**src/inc/dsl_cfg.svh**
```systemverilog
// Constants of the serial load port: widths, depths, reset values and timing.
`ifndef DSL_CFG_SVH
`define DSL_CFG_SVH

// ----------------------------------------------------------------------------
// Frame and storage
// ----------------------------------------------------------------------------
`define DSL_WORD_W      24
`define DSL_CNT_W       6
`define DSL_CNT_MAX     6'h3F
`define DSL_FIFO_DEPTH  8

// ----------------------------------------------------------------------------
// Reset values
// ----------------------------------------------------------------------------
`define DSL_DAC_RST     24'h000000
`define DSL_PIN_SYNC_RST 2'h3
// The serial clock idles high between frames, so the detector starts there.
`define DSL_PIN_SCLK_RST 2'h3

// ----------------------------------------------------------------------------
// Timing
// ----------------------------------------------------------------------------
`define DSL_MCLK_MHZ     10
`define DSL_SCLK_MAX_MHZ 50

`endif

```
**src/inc/dsl_pkg.sv**
```systemverilog
// Types shared by the serial load port modules.
`default_nettype none
`include "dsl_cfg.svh"
package dsl_pkg;

  // --------------------------------------------------------------------------
  // Load control state
  // --------------------------------------------------------------------------
  typedef enum logic [0:0] {
    LD_FOLLOW,
    LD_WAIT
  } dsl_ld_type;

  // --------------------------------------------------------------------------
  // State of the top module outside its word FIFO
  // --------------------------------------------------------------------------
  typedef struct packed {
    logic [1:0]                sclk_s;
    logic [1:0]                sync_s;
    logic [1:0]                sdi_s;
    logic [1:0]                ldn_s;
    logic                      sclk_p;
    logic                      sync_p;
    logic                      ldn_p;
    logic [`DSL_WORD_W-1:0]    shift;
    logic [`DSL_CNT_W-1:0]     cnt;
    logic                      sout;
    logic                      push;
    logic [`DSL_WORD_W-1:0]    push_data;
    logic [`DSL_WORD_W-1:0]    inreg;
    logic [`DSL_WORD_W-1:0]    dac;
    dsl_ld_type                ld;
    logic                      clamp;
    logic                      bufpd;
    logic                      ovr;
  } dsl_state_type;

endpackage
`default_nettype wire

```
**src/rtl/dsl_fifo.sv**
```systemverilog
// Word FIFO between the serial receiver and the input register.
`timescale 1ns/1ps
`default_nettype none
`include "dsl_cfg.svh"
module dsl_fifo #(
  parameter int WIDTH = `DSL_WORD_W,
  parameter int DEPTH = `DSL_FIFO_DEPTH
) (
  input  wire logic             clk,
  input  wire logic             rst_n,
  input  wire logic             in_valid,
  input  wire logic [WIDTH-1:0] in_data,
  output var  logic             in_ready,
  output var  logic             out_valid,
  output var  logic [WIDTH-1:0] out_data,
  input  wire logic             out_ready
);

  localparam int AW = (DEPTH > 1) ? $clog2(DEPTH) : 1;

  typedef struct packed {
    logic [DEPTH-1:0][WIDTH-1:0] mem;
    logic [AW-1:0]               wr;
    logic [AW-1:0]               rd;
    logic [AW:0]                 cnt;
  } dsl_fifo_state_type;

  dsl_fifo_state_type q;
  dsl_fifo_state_type d;
  logic               push;
  logic               pop;

  // Pointers wrap at DEPTH so that depths other than powers of two work.
  function automatic logic [AW-1:0] ptr_next(input logic [AW-1:0] p);
    if (p == AW'(DEPTH - 1)) begin
      return '0;
    end
    return p + AW'(1);
  endfunction

  assign in_ready  = (q.cnt != (AW + 1)'(DEPTH));
  assign out_valid = (q.cnt != '0);
  assign out_data  = q.mem[q.rd];
  assign push      = in_valid && in_ready;
  assign pop       = out_valid && out_ready;

  always_comb begin
    d = q;
    if (push) begin
      d.mem[q.wr] = in_data;
      d.wr        = ptr_next(q.wr);
    end
    if (pop) begin
      d.rd = ptr_next(q.rd);
    end
    unique case ({push, pop})
      2'b10: d.cnt = q.cnt + (AW + 1)'(1);
      2'b01: d.cnt = q.cnt - (AW + 1)'(1);
      2'b00,
      2'b11: d.cnt = q.cnt;
    endcase
  end

  always_ff @(posedge clk or negedge rst_n) begin
    if (!rst_n) begin
      q <= '0;
    end else begin
      q <= d;
    end
  end

  fifo_bound_a: assert property (@(posedge clk) disable iff (!rst_n)
    q.cnt <= (AW + 1)'(DEPTH))
    else $error("FIFO count above depth");

  fifo_order_a: assert property (@(posedge clk) disable iff (!rst_n)
    (push && !pop && q.cnt == '0) |=> (out_valid && out_data == $past(in_data)))
    else $error("FIFO did not present the first word");

endmodule
`default_nettype wire

```
**src/rtl/dsl_load_port.sv**
```systemverilog
// Serial host port and output-load control of a single-channel DAC.
//
// Contract
// While frame select is low, sample serial_in on each serial clock fall.
// Act on the shifted word only when frame select rises; that latches it.
// Controller keeps serial_in stable at the sampling falling clock edge.
// Shift serial_out on rising clock edges; controller captures on falls.
// Controller runs the serial clock no faster than 50 MHz.
// Load held low: every input register write also updates the DAC.
// Load high at write: DAC holds, then updates on next load falling edge.
// Reset low returns power-on state: output clamped, buffer powered down.
// Words travel MSB first; a frame has a fixed word length.
`timescale 1ns/1ps
`default_nettype none
`include "dsl_cfg.svh"
module dsl_load_port
  import dsl_pkg::*;
#(
  parameter int FIFO_DEPTH = `DSL_FIFO_DEPTH
) (
  input  wire logic                   I_MCLK,
  input  wire logic                   I_RST_N,
  input  wire logic                   I_SCLK,
  input  wire logic                   I_SYNC_N,
  input  wire logic                   I_SERIAL_IN,
  input  wire logic                   I_OUTPUT_LOAD_N,
  output var  logic                   O_SERIAL_OUT,
  output var  logic [`DSL_WORD_W-1:0] O_DAC_CODE,
  output var  logic [`DSL_WORD_W-1:0] O_INPUT_REG,
  output var  logic                   O_OUT_CLAMP,
  output var  logic                   O_BUF_PD,
  output var  logic                   O_OVERRUN
);

  // --------------------------------------------------------------------------
  // Constants and state
  // --------------------------------------------------------------------------
  localparam int W = `DSL_WORD_W;

  // The serial clock is sampled, so it must stay well below the sampling
  // clock; the pin limit of the controller is far above what we can follow.

  localparam dsl_state_type ST_RST = '{
    sclk_s:    `DSL_PIN_SCLK_RST,
    sync_s:    `DSL_PIN_SYNC_RST,
    sdi_s:     2'h0,
    ldn_s:     `DSL_PIN_SYNC_RST,
    sclk_p:    1'b1,
    sync_p:    1'b1,
    ldn_p:     1'b1,
    shift:     `DSL_DAC_RST,
    cnt:       '0,
    sout:      1'b0,
    push:      1'b0,
    push_data: `DSL_DAC_RST,
    inreg:     `DSL_DAC_RST,
    dac:       `DSL_DAC_RST,
    ld:        LD_FOLLOW,
    clamp:     1'b1,
    bufpd:     1'b1,
    ovr:       1'b0
  };

  dsl_state_type         st_q;
  dsl_state_type         st_d;
  logic                  sclk_rise;
  logic                  sclk_fall;
  logic                  sync_rise;
  logic                  sync_fall;
  logic                  ldn_fall;
  logic                  frame_on;
  logic                  fifo_in_ready;
  logic                  fifo_out_valid;
  logic [W-1:0]          fifo_out_data;
  logic                  drain_ready;
  logic                  pop;
  logic                  dac_load;

  // --------------------------------------------------------------------------
  // Edge decoding on synchronised pins
  // --------------------------------------------------------------------------
  function automatic logic rise_f(input logic prev, input logic cur);
    return !prev && cur;
  endfunction

  function automatic logic fall_f(input logic prev, input logic cur);
    return prev && !cur;
  endfunction

  assign sclk_rise = rise_f(st_q.sclk_p, st_q.sclk_s[1]);
  assign sclk_fall = fall_f(st_q.sclk_p, st_q.sclk_s[1]);
  assign sync_rise = rise_f(st_q.sync_p, st_q.sync_s[1]);
  assign sync_fall = fall_f(st_q.sync_p, st_q.sync_s[1]);
  assign ldn_fall  = fall_f(st_q.ldn_p, st_q.ldn_s[1]);
  assign frame_on  = !st_q.sync_s[1];

  // --------------------------------------------------------------------------
  // Received words queue
  // --------------------------------------------------------------------------
  dsl_fifo #(
    .WIDTH (W),
    .DEPTH (FIFO_DEPTH)
  ) u_fifo (
    .clk       (I_MCLK),
    .rst_n     (I_RST_N),
    .in_valid  (st_q.push),
    .in_data   (st_q.push_data),
    .in_ready  (fifo_in_ready),
    .out_valid (fifo_out_valid),
    .out_data  (fifo_out_data),
    .out_ready (drain_ready)
  );

  // A word held back by a high load input stalls the queue, so later words
  // cannot overwrite the input register before the DAC has taken it.
  always_comb begin
    unique case (st_q.ld)
      LD_FOLLOW: drain_ready = 1'b1;
      LD_WAIT:   drain_ready = 1'b0;
    endcase
  end

  assign pop      = fifo_out_valid && drain_ready;
  assign dac_load = ldn_fall || (pop && !st_q.ldn_s[1]);

  // --------------------------------------------------------------------------
  // Next state
  // --------------------------------------------------------------------------
  always_comb begin
    st_d        = st_q;
    st_d.ovr    = 1'b0;
    st_d.sclk_s = {st_q.sclk_s[0], I_SCLK};
    st_d.sync_s = {st_q.sync_s[0], I_SYNC_N};
    st_d.sdi_s  = {st_q.sdi_s[0], I_SERIAL_IN};
    st_d.ldn_s  = {st_q.ldn_s[0], I_OUTPUT_LOAD_N};
    st_d.sclk_p = st_q.sclk_s[1];
    st_d.sync_p = st_q.sync_s[1];
    st_d.ldn_p  = st_q.ldn_s[1];

    // A new frame restarts the bit count and presents the old MSB.
    if (sync_fall) begin
      st_d.cnt  = '0;
      st_d.sout = st_q.shift[W-1];
    end
    if (frame_on && sclk_fall) begin
      st_d.shift = {st_q.shift[W-2:0], st_q.sdi_s[1]};
      if (st_q.cnt != `DSL_CNT_MAX) begin
        st_d.cnt = st_q.cnt + `DSL_CNT_W'(1);
      end
    end
    if (frame_on && sclk_rise) begin
      st_d.sout = st_q.shift[W-1];
    end

    // Hand the frame to the queue; a short or long frame is dropped.
    if (st_q.push && fifo_in_ready) begin
      st_d.push = 1'b0;
    end
    if (sync_rise && st_q.cnt == `DSL_CNT_W'(W)) begin
      if (st_d.push) begin
        st_d.ovr = 1'b1;
      end else begin
        st_d.push      = 1'b1;
        st_d.push_data = st_q.shift;
      end
    end

    // Output load control.
    if (ldn_fall) begin
      st_d.dac   = st_q.inreg;
      st_d.ld    = LD_FOLLOW;
      st_d.clamp = 1'b0;
      st_d.bufpd = 1'b0;
    end
    if (pop) begin
      st_d.inreg = fifo_out_data;
      if (st_q.ldn_s[1]) begin
        st_d.ld = LD_WAIT;
      end else begin
        st_d.dac   = fifo_out_data;
        st_d.clamp = 1'b0;
        st_d.bufpd = 1'b0;
      end
    end
  end

  always_ff @(posedge I_MCLK or negedge I_RST_N) begin
    if (!I_RST_N) begin
      st_q <= ST_RST;
    end else begin
      st_q <= st_d;
    end
  end

  // --------------------------------------------------------------------------
  // Outputs
  // --------------------------------------------------------------------------
  assign O_SERIAL_OUT = st_q.sout;
  assign O_DAC_CODE   = st_q.dac;
  assign O_INPUT_REG  = st_q.inreg;
  assign O_OUT_CLAMP  = st_q.clamp;
  assign O_BUF_PD     = st_q.bufpd;
  assign O_OVERRUN    = st_q.ovr;

  // --------------------------------------------------------------------------
  // Checks
  // --------------------------------------------------------------------------
  shift_in_a: assert property (
    @(posedge I_MCLK) disable iff (!I_RST_N)
    (frame_on && sclk_fall)
      |=> (st_q.shift[0] == $past(st_q.sdi_s[1])
           && st_q.shift[W-1:1] == $past(st_q.shift[W-2:0])))
    else $error("Serial input not shifted in at clock fall");

  shift_idle_a: assert property (
    @(posedge I_MCLK) disable iff (!I_RST_N)
    !frame_on |=> $stable(st_q.shift))
    else $error("Shift register moved outside a frame");

  word_latch_a: assert property (
    @(posedge I_MCLK) disable iff (!I_RST_N)
    (sync_rise && st_q.cnt == `DSL_CNT_W'(W) && !st_q.push)
      |=> (st_q.push && st_q.push_data == $past(st_q.shift)))
    else $error("Complete frame not latched at frame end");

  push_cause_a: assert property (
    @(posedge I_MCLK) disable iff (!I_RST_N)
    $rose(st_q.push) |-> $past(sync_rise))
    else $error("Word latched without frame end");

  out_shift_a: assert property (
    @(posedge I_MCLK) disable iff (!I_RST_N)
    (frame_on && sclk_rise) |=> O_SERIAL_OUT == $past(st_q.shift[W-1]))
    else $error("Serial output not updated at clock rise");

  out_hold_a: assert property (
    @(posedge I_MCLK) disable iff (!I_RST_N)
    (!sclk_rise && !sync_fall) |=> $stable(O_SERIAL_OUT))
    else $error("Serial output changed without a rising edge");

  load_follow_a: assert property (
    @(posedge I_MCLK) disable iff (!I_RST_N)
    (pop && !st_q.ldn_s[1])
      |=> (O_DAC_CODE == $past(fifo_out_data) && !O_OUT_CLAMP))
    else $error("DAC did not follow input write with load low");

  load_hold_a: assert property (
    @(posedge I_MCLK) disable iff (!I_RST_N)
    (pop && st_q.ldn_s[1])
      |=> ($stable(O_DAC_CODE) && st_q.ld == LD_WAIT)
          ##1 (st_q.ld == LD_WAIT || $past(ldn_fall)))
    else $error("DAC changed while load was high");

  load_fall_a: assert property (
    @(posedge I_MCLK) disable iff (!I_RST_N)
    (ldn_fall && !pop) |=> (O_DAC_CODE == $past(st_q.inreg)
                            && st_q.ld == LD_FOLLOW))
    else $error("Load falling edge did not transfer");

  clamp_end_a: assert property (
    @(posedge I_MCLK) disable iff (!I_RST_N)
    $fell(O_OUT_CLAMP) |-> ($past(dac_load) && !O_BUF_PD))
    else $error("Output clamp released without a DAC update");

  // The checks below pin down what may change and when, so that a stray
  // write path shows up even where no scenario compares the value.
  dac_hold_a: assert property (
    @(posedge I_MCLK) disable iff (!I_RST_N)
    !dac_load |=> $stable(O_DAC_CODE))
    else $error("DAC register changed without a load");

  inreg_hold_a: assert property (
    @(posedge I_MCLK) disable iff (!I_RST_N)
    !pop |=> $stable(O_INPUT_REG))
    else $error("Input register changed without a queued word");

  ovr_pulse_a: assert property (
    @(posedge I_MCLK) disable iff (!I_RST_N)
    O_OVERRUN |=> !O_OVERRUN)
    else $error("Overrun flag longer than one cycle");

  short_drop_a: assert property (
    @(posedge I_MCLK) disable iff (!I_RST_N)
    (sync_rise && st_q.cnt != `DSL_CNT_W'(W)) |=> !$rose(st_q.push))
    else $error("Frame of wrong length was latched");

  frame_out_a: assert property (
    @(posedge I_MCLK) disable iff (!I_RST_N)
    sync_fall |=> O_SERIAL_OUT == $past(st_q.shift[W-1]))
    else $error("Frame start did not present the old MSB");

  clamp_pair_a: assert property (
    @(posedge I_MCLK) disable iff (!I_RST_N)
    O_OUT_CLAMP == O_BUF_PD)
    else $error("Clamp and buffer power-down disagree");

  clamp_rst_a: assert property (
    @(posedge I_MCLK) disable iff (!I_RST_N)
    !$rose(O_OUT_CLAMP))
    else $error("Output clamped again outside reset");

endmodule
`default_nettype wire

```
**config.mk**
```make
export PLATFORM = sky130hd
export DESIGN_NAME = dsl_load_port
export DESIGN_NICKNAME = d
export VERILOG_FILES = /design/src/inc/dsl_pkg.sv /design/src/rtl/dsl_fifo.sv /design/src/rtl/dsl_load_port.sv
export VERILOG_INCLUDE_DIRS = /design/src /design/src/inc
export SDC_FILE = /design/constraint.sdc
export NUM_CORES = 1
export LEC_CHECK = 0
export BUFFER_PORTS_ARGS = -buffer_cell sky130_fd_sc_hd__buf_4
export CORE_ASPECT_RATIO = 1.1
export CORE_MARGIN = 1
export CORE_UTILIZATION = 41
export DETAILED_ROUTE_END_ITERATION = 8
export PLACE_DENSITY = 0.53
export REMOVE_ABC_BUFFERS = 1
export SETUP_SLACK_MARGIN = 0.02
export SYNTH_ARGS = -nofsm -noshare
export SYNTH_HDL_FRONTEND = slang
export SYNTH_SLANG_ARGS = --single-unit
export TNS_END_PERCENT = 10
```
**constraint.sdc**
```tcl
create_clock -name I_MCLK -period 5.6 [get_ports I_MCLK]
set_input_delay 0.84 -clock I_MCLK [delete_from_list [all_inputs] [get_ports I_MCLK]]
set_output_delay 0.84 -clock I_MCLK [all_outputs]
set_load 0.03 [all_outputs]
```
==> summary.txt <==
Worst Clk Skew: 14.2 ps
Total routed wirelength: 30.3 mm
CP Data Arrival Time: 3270 ps
Wire length of the first global-routing pass: 49.4 mm
Actual slew at the worst max-slew pin: 1010 ps
Clock Tree Root: clkbuf_16
Postcts setup bufs: 0
Endpoint class of the critical path: register
Origin of the critical flop-to-flop path: u_fifo.q[3]
Hold WC Path Type: reg -> reg
RR Endpoint: u_fifo.q[66]
Post-synth EDFFs: 0
Yosys cell types: 48
Pin count of the biggest net entering global routing: 120
Hold Crit Start: st_d[114]
Static leakage: 0.00783 µW
Register area share after synthesis: 56.3%
Clk sink count: 321
Clk_lat worst skew: 510 ps
Multi-input logic area: 5560 µm²
Crit path required time: 5990 ps
Worst hold path depth: 0
Total grt overflow: 0
R2r worst-path depth: 6
Initial Util: 41.7%
Met2 wire len: 14.4 mm
GPL Wtd Cong: 0.686
Die height: 198 µm
Reg clk slew, reported paths: 60 ps
Ys async rst share: 100%
Ys Warns: 0
Via-per-instance ratio: 5.30
Layout area overhead: 12.0%
Register area: 8050 µm²
Ant diodes: 0
Boundary pin count: 58
Fmax: 347 MHz
Worst VDD drop: 0.000170 V
All-layer global routing usage: 17.8%
Most frequent cells in the layout: dfrtp_1, mux2_2, nand2_1
Max-slew violation count: 0
Max-slew headroom: 32.6%
Number of max-cap violations: 0
Fin nets: 1085
Unrepaired setup endpoints after global routing: no
Final period util: 51.5%
Final ANT Viol Nets: 0
WL met3: 816 µm
Detailed Route Iter0 Violations: 384
CTS Buf Count: 36
Final core occ: 46.7%
Core ar.: 34300 µm²
Synth top area share: 54.2%
Final Hold Viols: 0
Vias in the first global route: 8440
Initial antenna violation count: 0
Remaining DRCs: 0
Most common cell after layout, fill and taps aside: dfrtp_1
CP Launch Type: register
Hold endpoint: st_q[114]
Final TNS setup: 0 ps
Mapped Area: 14300 µm²
Area contributors post-synth: dfrtp_1, mux2_2, mux2i_1, nand2_1, buf_4
Period minus WS final: 2880 ps
Wire per inst: 19.7 µm
CTS tree: yes
Worst-path fanout max: 15
FF-to-FF setup slack: 2720 ps
Post-Syn Instances: 1066
Post-CTS Hold Fix Bufs: 0
Die X: 180 µm
Top Layer Used: met4
Post-Syn Area per Cell: 13.4 µm²
Ys flop type: dfrtp_1
PortBufs: 57
First-pass detailed-route iteration total: 6
# setup viols final: 0
WL met1: 14.6 mm
P per Cell Area: 309 nW/µm²
Crit Path Category: reg -> reg
Deepest clock path buffer count: 3
H-tree Lvls: 2
CTS-repair resized insts: 0
Via count: 8135
Proportion of layout cells with a drive suffix above 1: 39.4%
Fill count: 3107
Cell row count: 71
Biggest area consumer among synthesized cells: dfrtp_1
Post-DP HPWL: 16.7 mm
Synth Register Bits: 321
Status: finished, final reports clean
Die ar.: 35600 µm²
[worst max-delay path, cell delays in order, from the launching register on]
cell     delay, ps
dfrtp_1        400
nor4b_2        190
nor2b_2        390
inv_4          150
nor4b_4        830
buf_4          430
mux2_2         370
[layer usage]
layer	vias up	global-route usage, %
li1	3761	-
met2	108	29.4
met3	44	2.59
met5	-	0
met1	4222	24.5
met4	0	4.78
[cell type report]
class / instances / area share [%]
tap: 438 / 3.42
clock buffer: 50 / 6.77
timing repair buffer: 75 / 3.64
multi-input combinational: 628 / 34.7
inverter: 8 / 0.203
clock inverter: 14 / 0.945
sequential: 321 / 50.3
[synthesized netlist by cell type, types with 2 or more instances]
library cell  number
nor2_1             7
ha_1               9
nor3b_1            4
mux2_1             2
dfstp_2           11
mux2_2           264
a21oi_1            7
dfrtp_1          310
buf_6              7
xor2_1             5
nand3_1            5
or3_1              2
a21o_1             2
nand2b_1           2
nand3b_1           2
o22ai_1           24
o21ai_0           29
buf_4             52
inv_1              7
o211ai_1           2
nand4_1            2
a221o_1           24
nor2b_1            3
buf_1              2
nand2_1          115
buf_2             25
nor4b_4            2
clkbuf_1          23
mux2i_1           96
nor3_1             2
nand4b_2           2
[flip-flops by register name, summed over array words and instances, names as in the netlist]
signal / flops
u_fifo.q: 202
st_q: 60
O_DAC_CODE: 24
O_INPUT_REG: 24
st_d: 7
O_BUF_PD: 1
O_OUT_CLAMP: 1
O_OVERRUN: 1
O_SERIAL_OUT: 1
[stage by stage]
stage	hold slack [ps]	area (µm²)	setup WS, ps	instances	power, µW
finish	352	16000	2720	1534	4950
global placement	338	14800	2720	1470	2570
detailed placement	341	14800	2660	1470	2570
CTS	355	16000	2640	1534	5040
floorplan	331	13600	1850	957	2490
global route	362	16000	2480	1534	5150
[kinds of logic (layout without fill, tap and decap cells)]
logic type      Yosys count  after routing  synth area share, %
compound gates           93             93                 4.47
xor+xnor                  6              6                0.367
fa+ha+maj                 9              9                0.787
simple gates            158            158                 5.41
mux                     362            362                 27.7
buf+inv                 117            147                 5.04
flops                   321            321                 56.3
[where the power goes]
group / switching, µW / total, µW / internal (µW)
registers: 29.1 / 2370 / 2350
clock network: 939 / 2430 / 1490
logic: 103 / 151 / 47.2
[worst max path at each step]
stage,startpoint,endpoint,slack [ps],depth (start not counted)
6_report,u_fifo.q[3],u_fifo.q[66],2720,6
5_1_grt,u_fifo.q[1],u_fifo.q[66],2480,6
4_1_cts,u_fifo.q[3],u_fifo.q[66],2640,6
3_5_place_dp,u_fifo.q[3],u_fifo.q[71],2660,6
3_3_place_gp,u_fifo.q[3],u_fifo.q[66],2720,6
2_1_floorplan,u_fifo.q[4],O_INPUT_REG[0],1850,4
No activity file was read; power rests on OpenSTA's default activity.
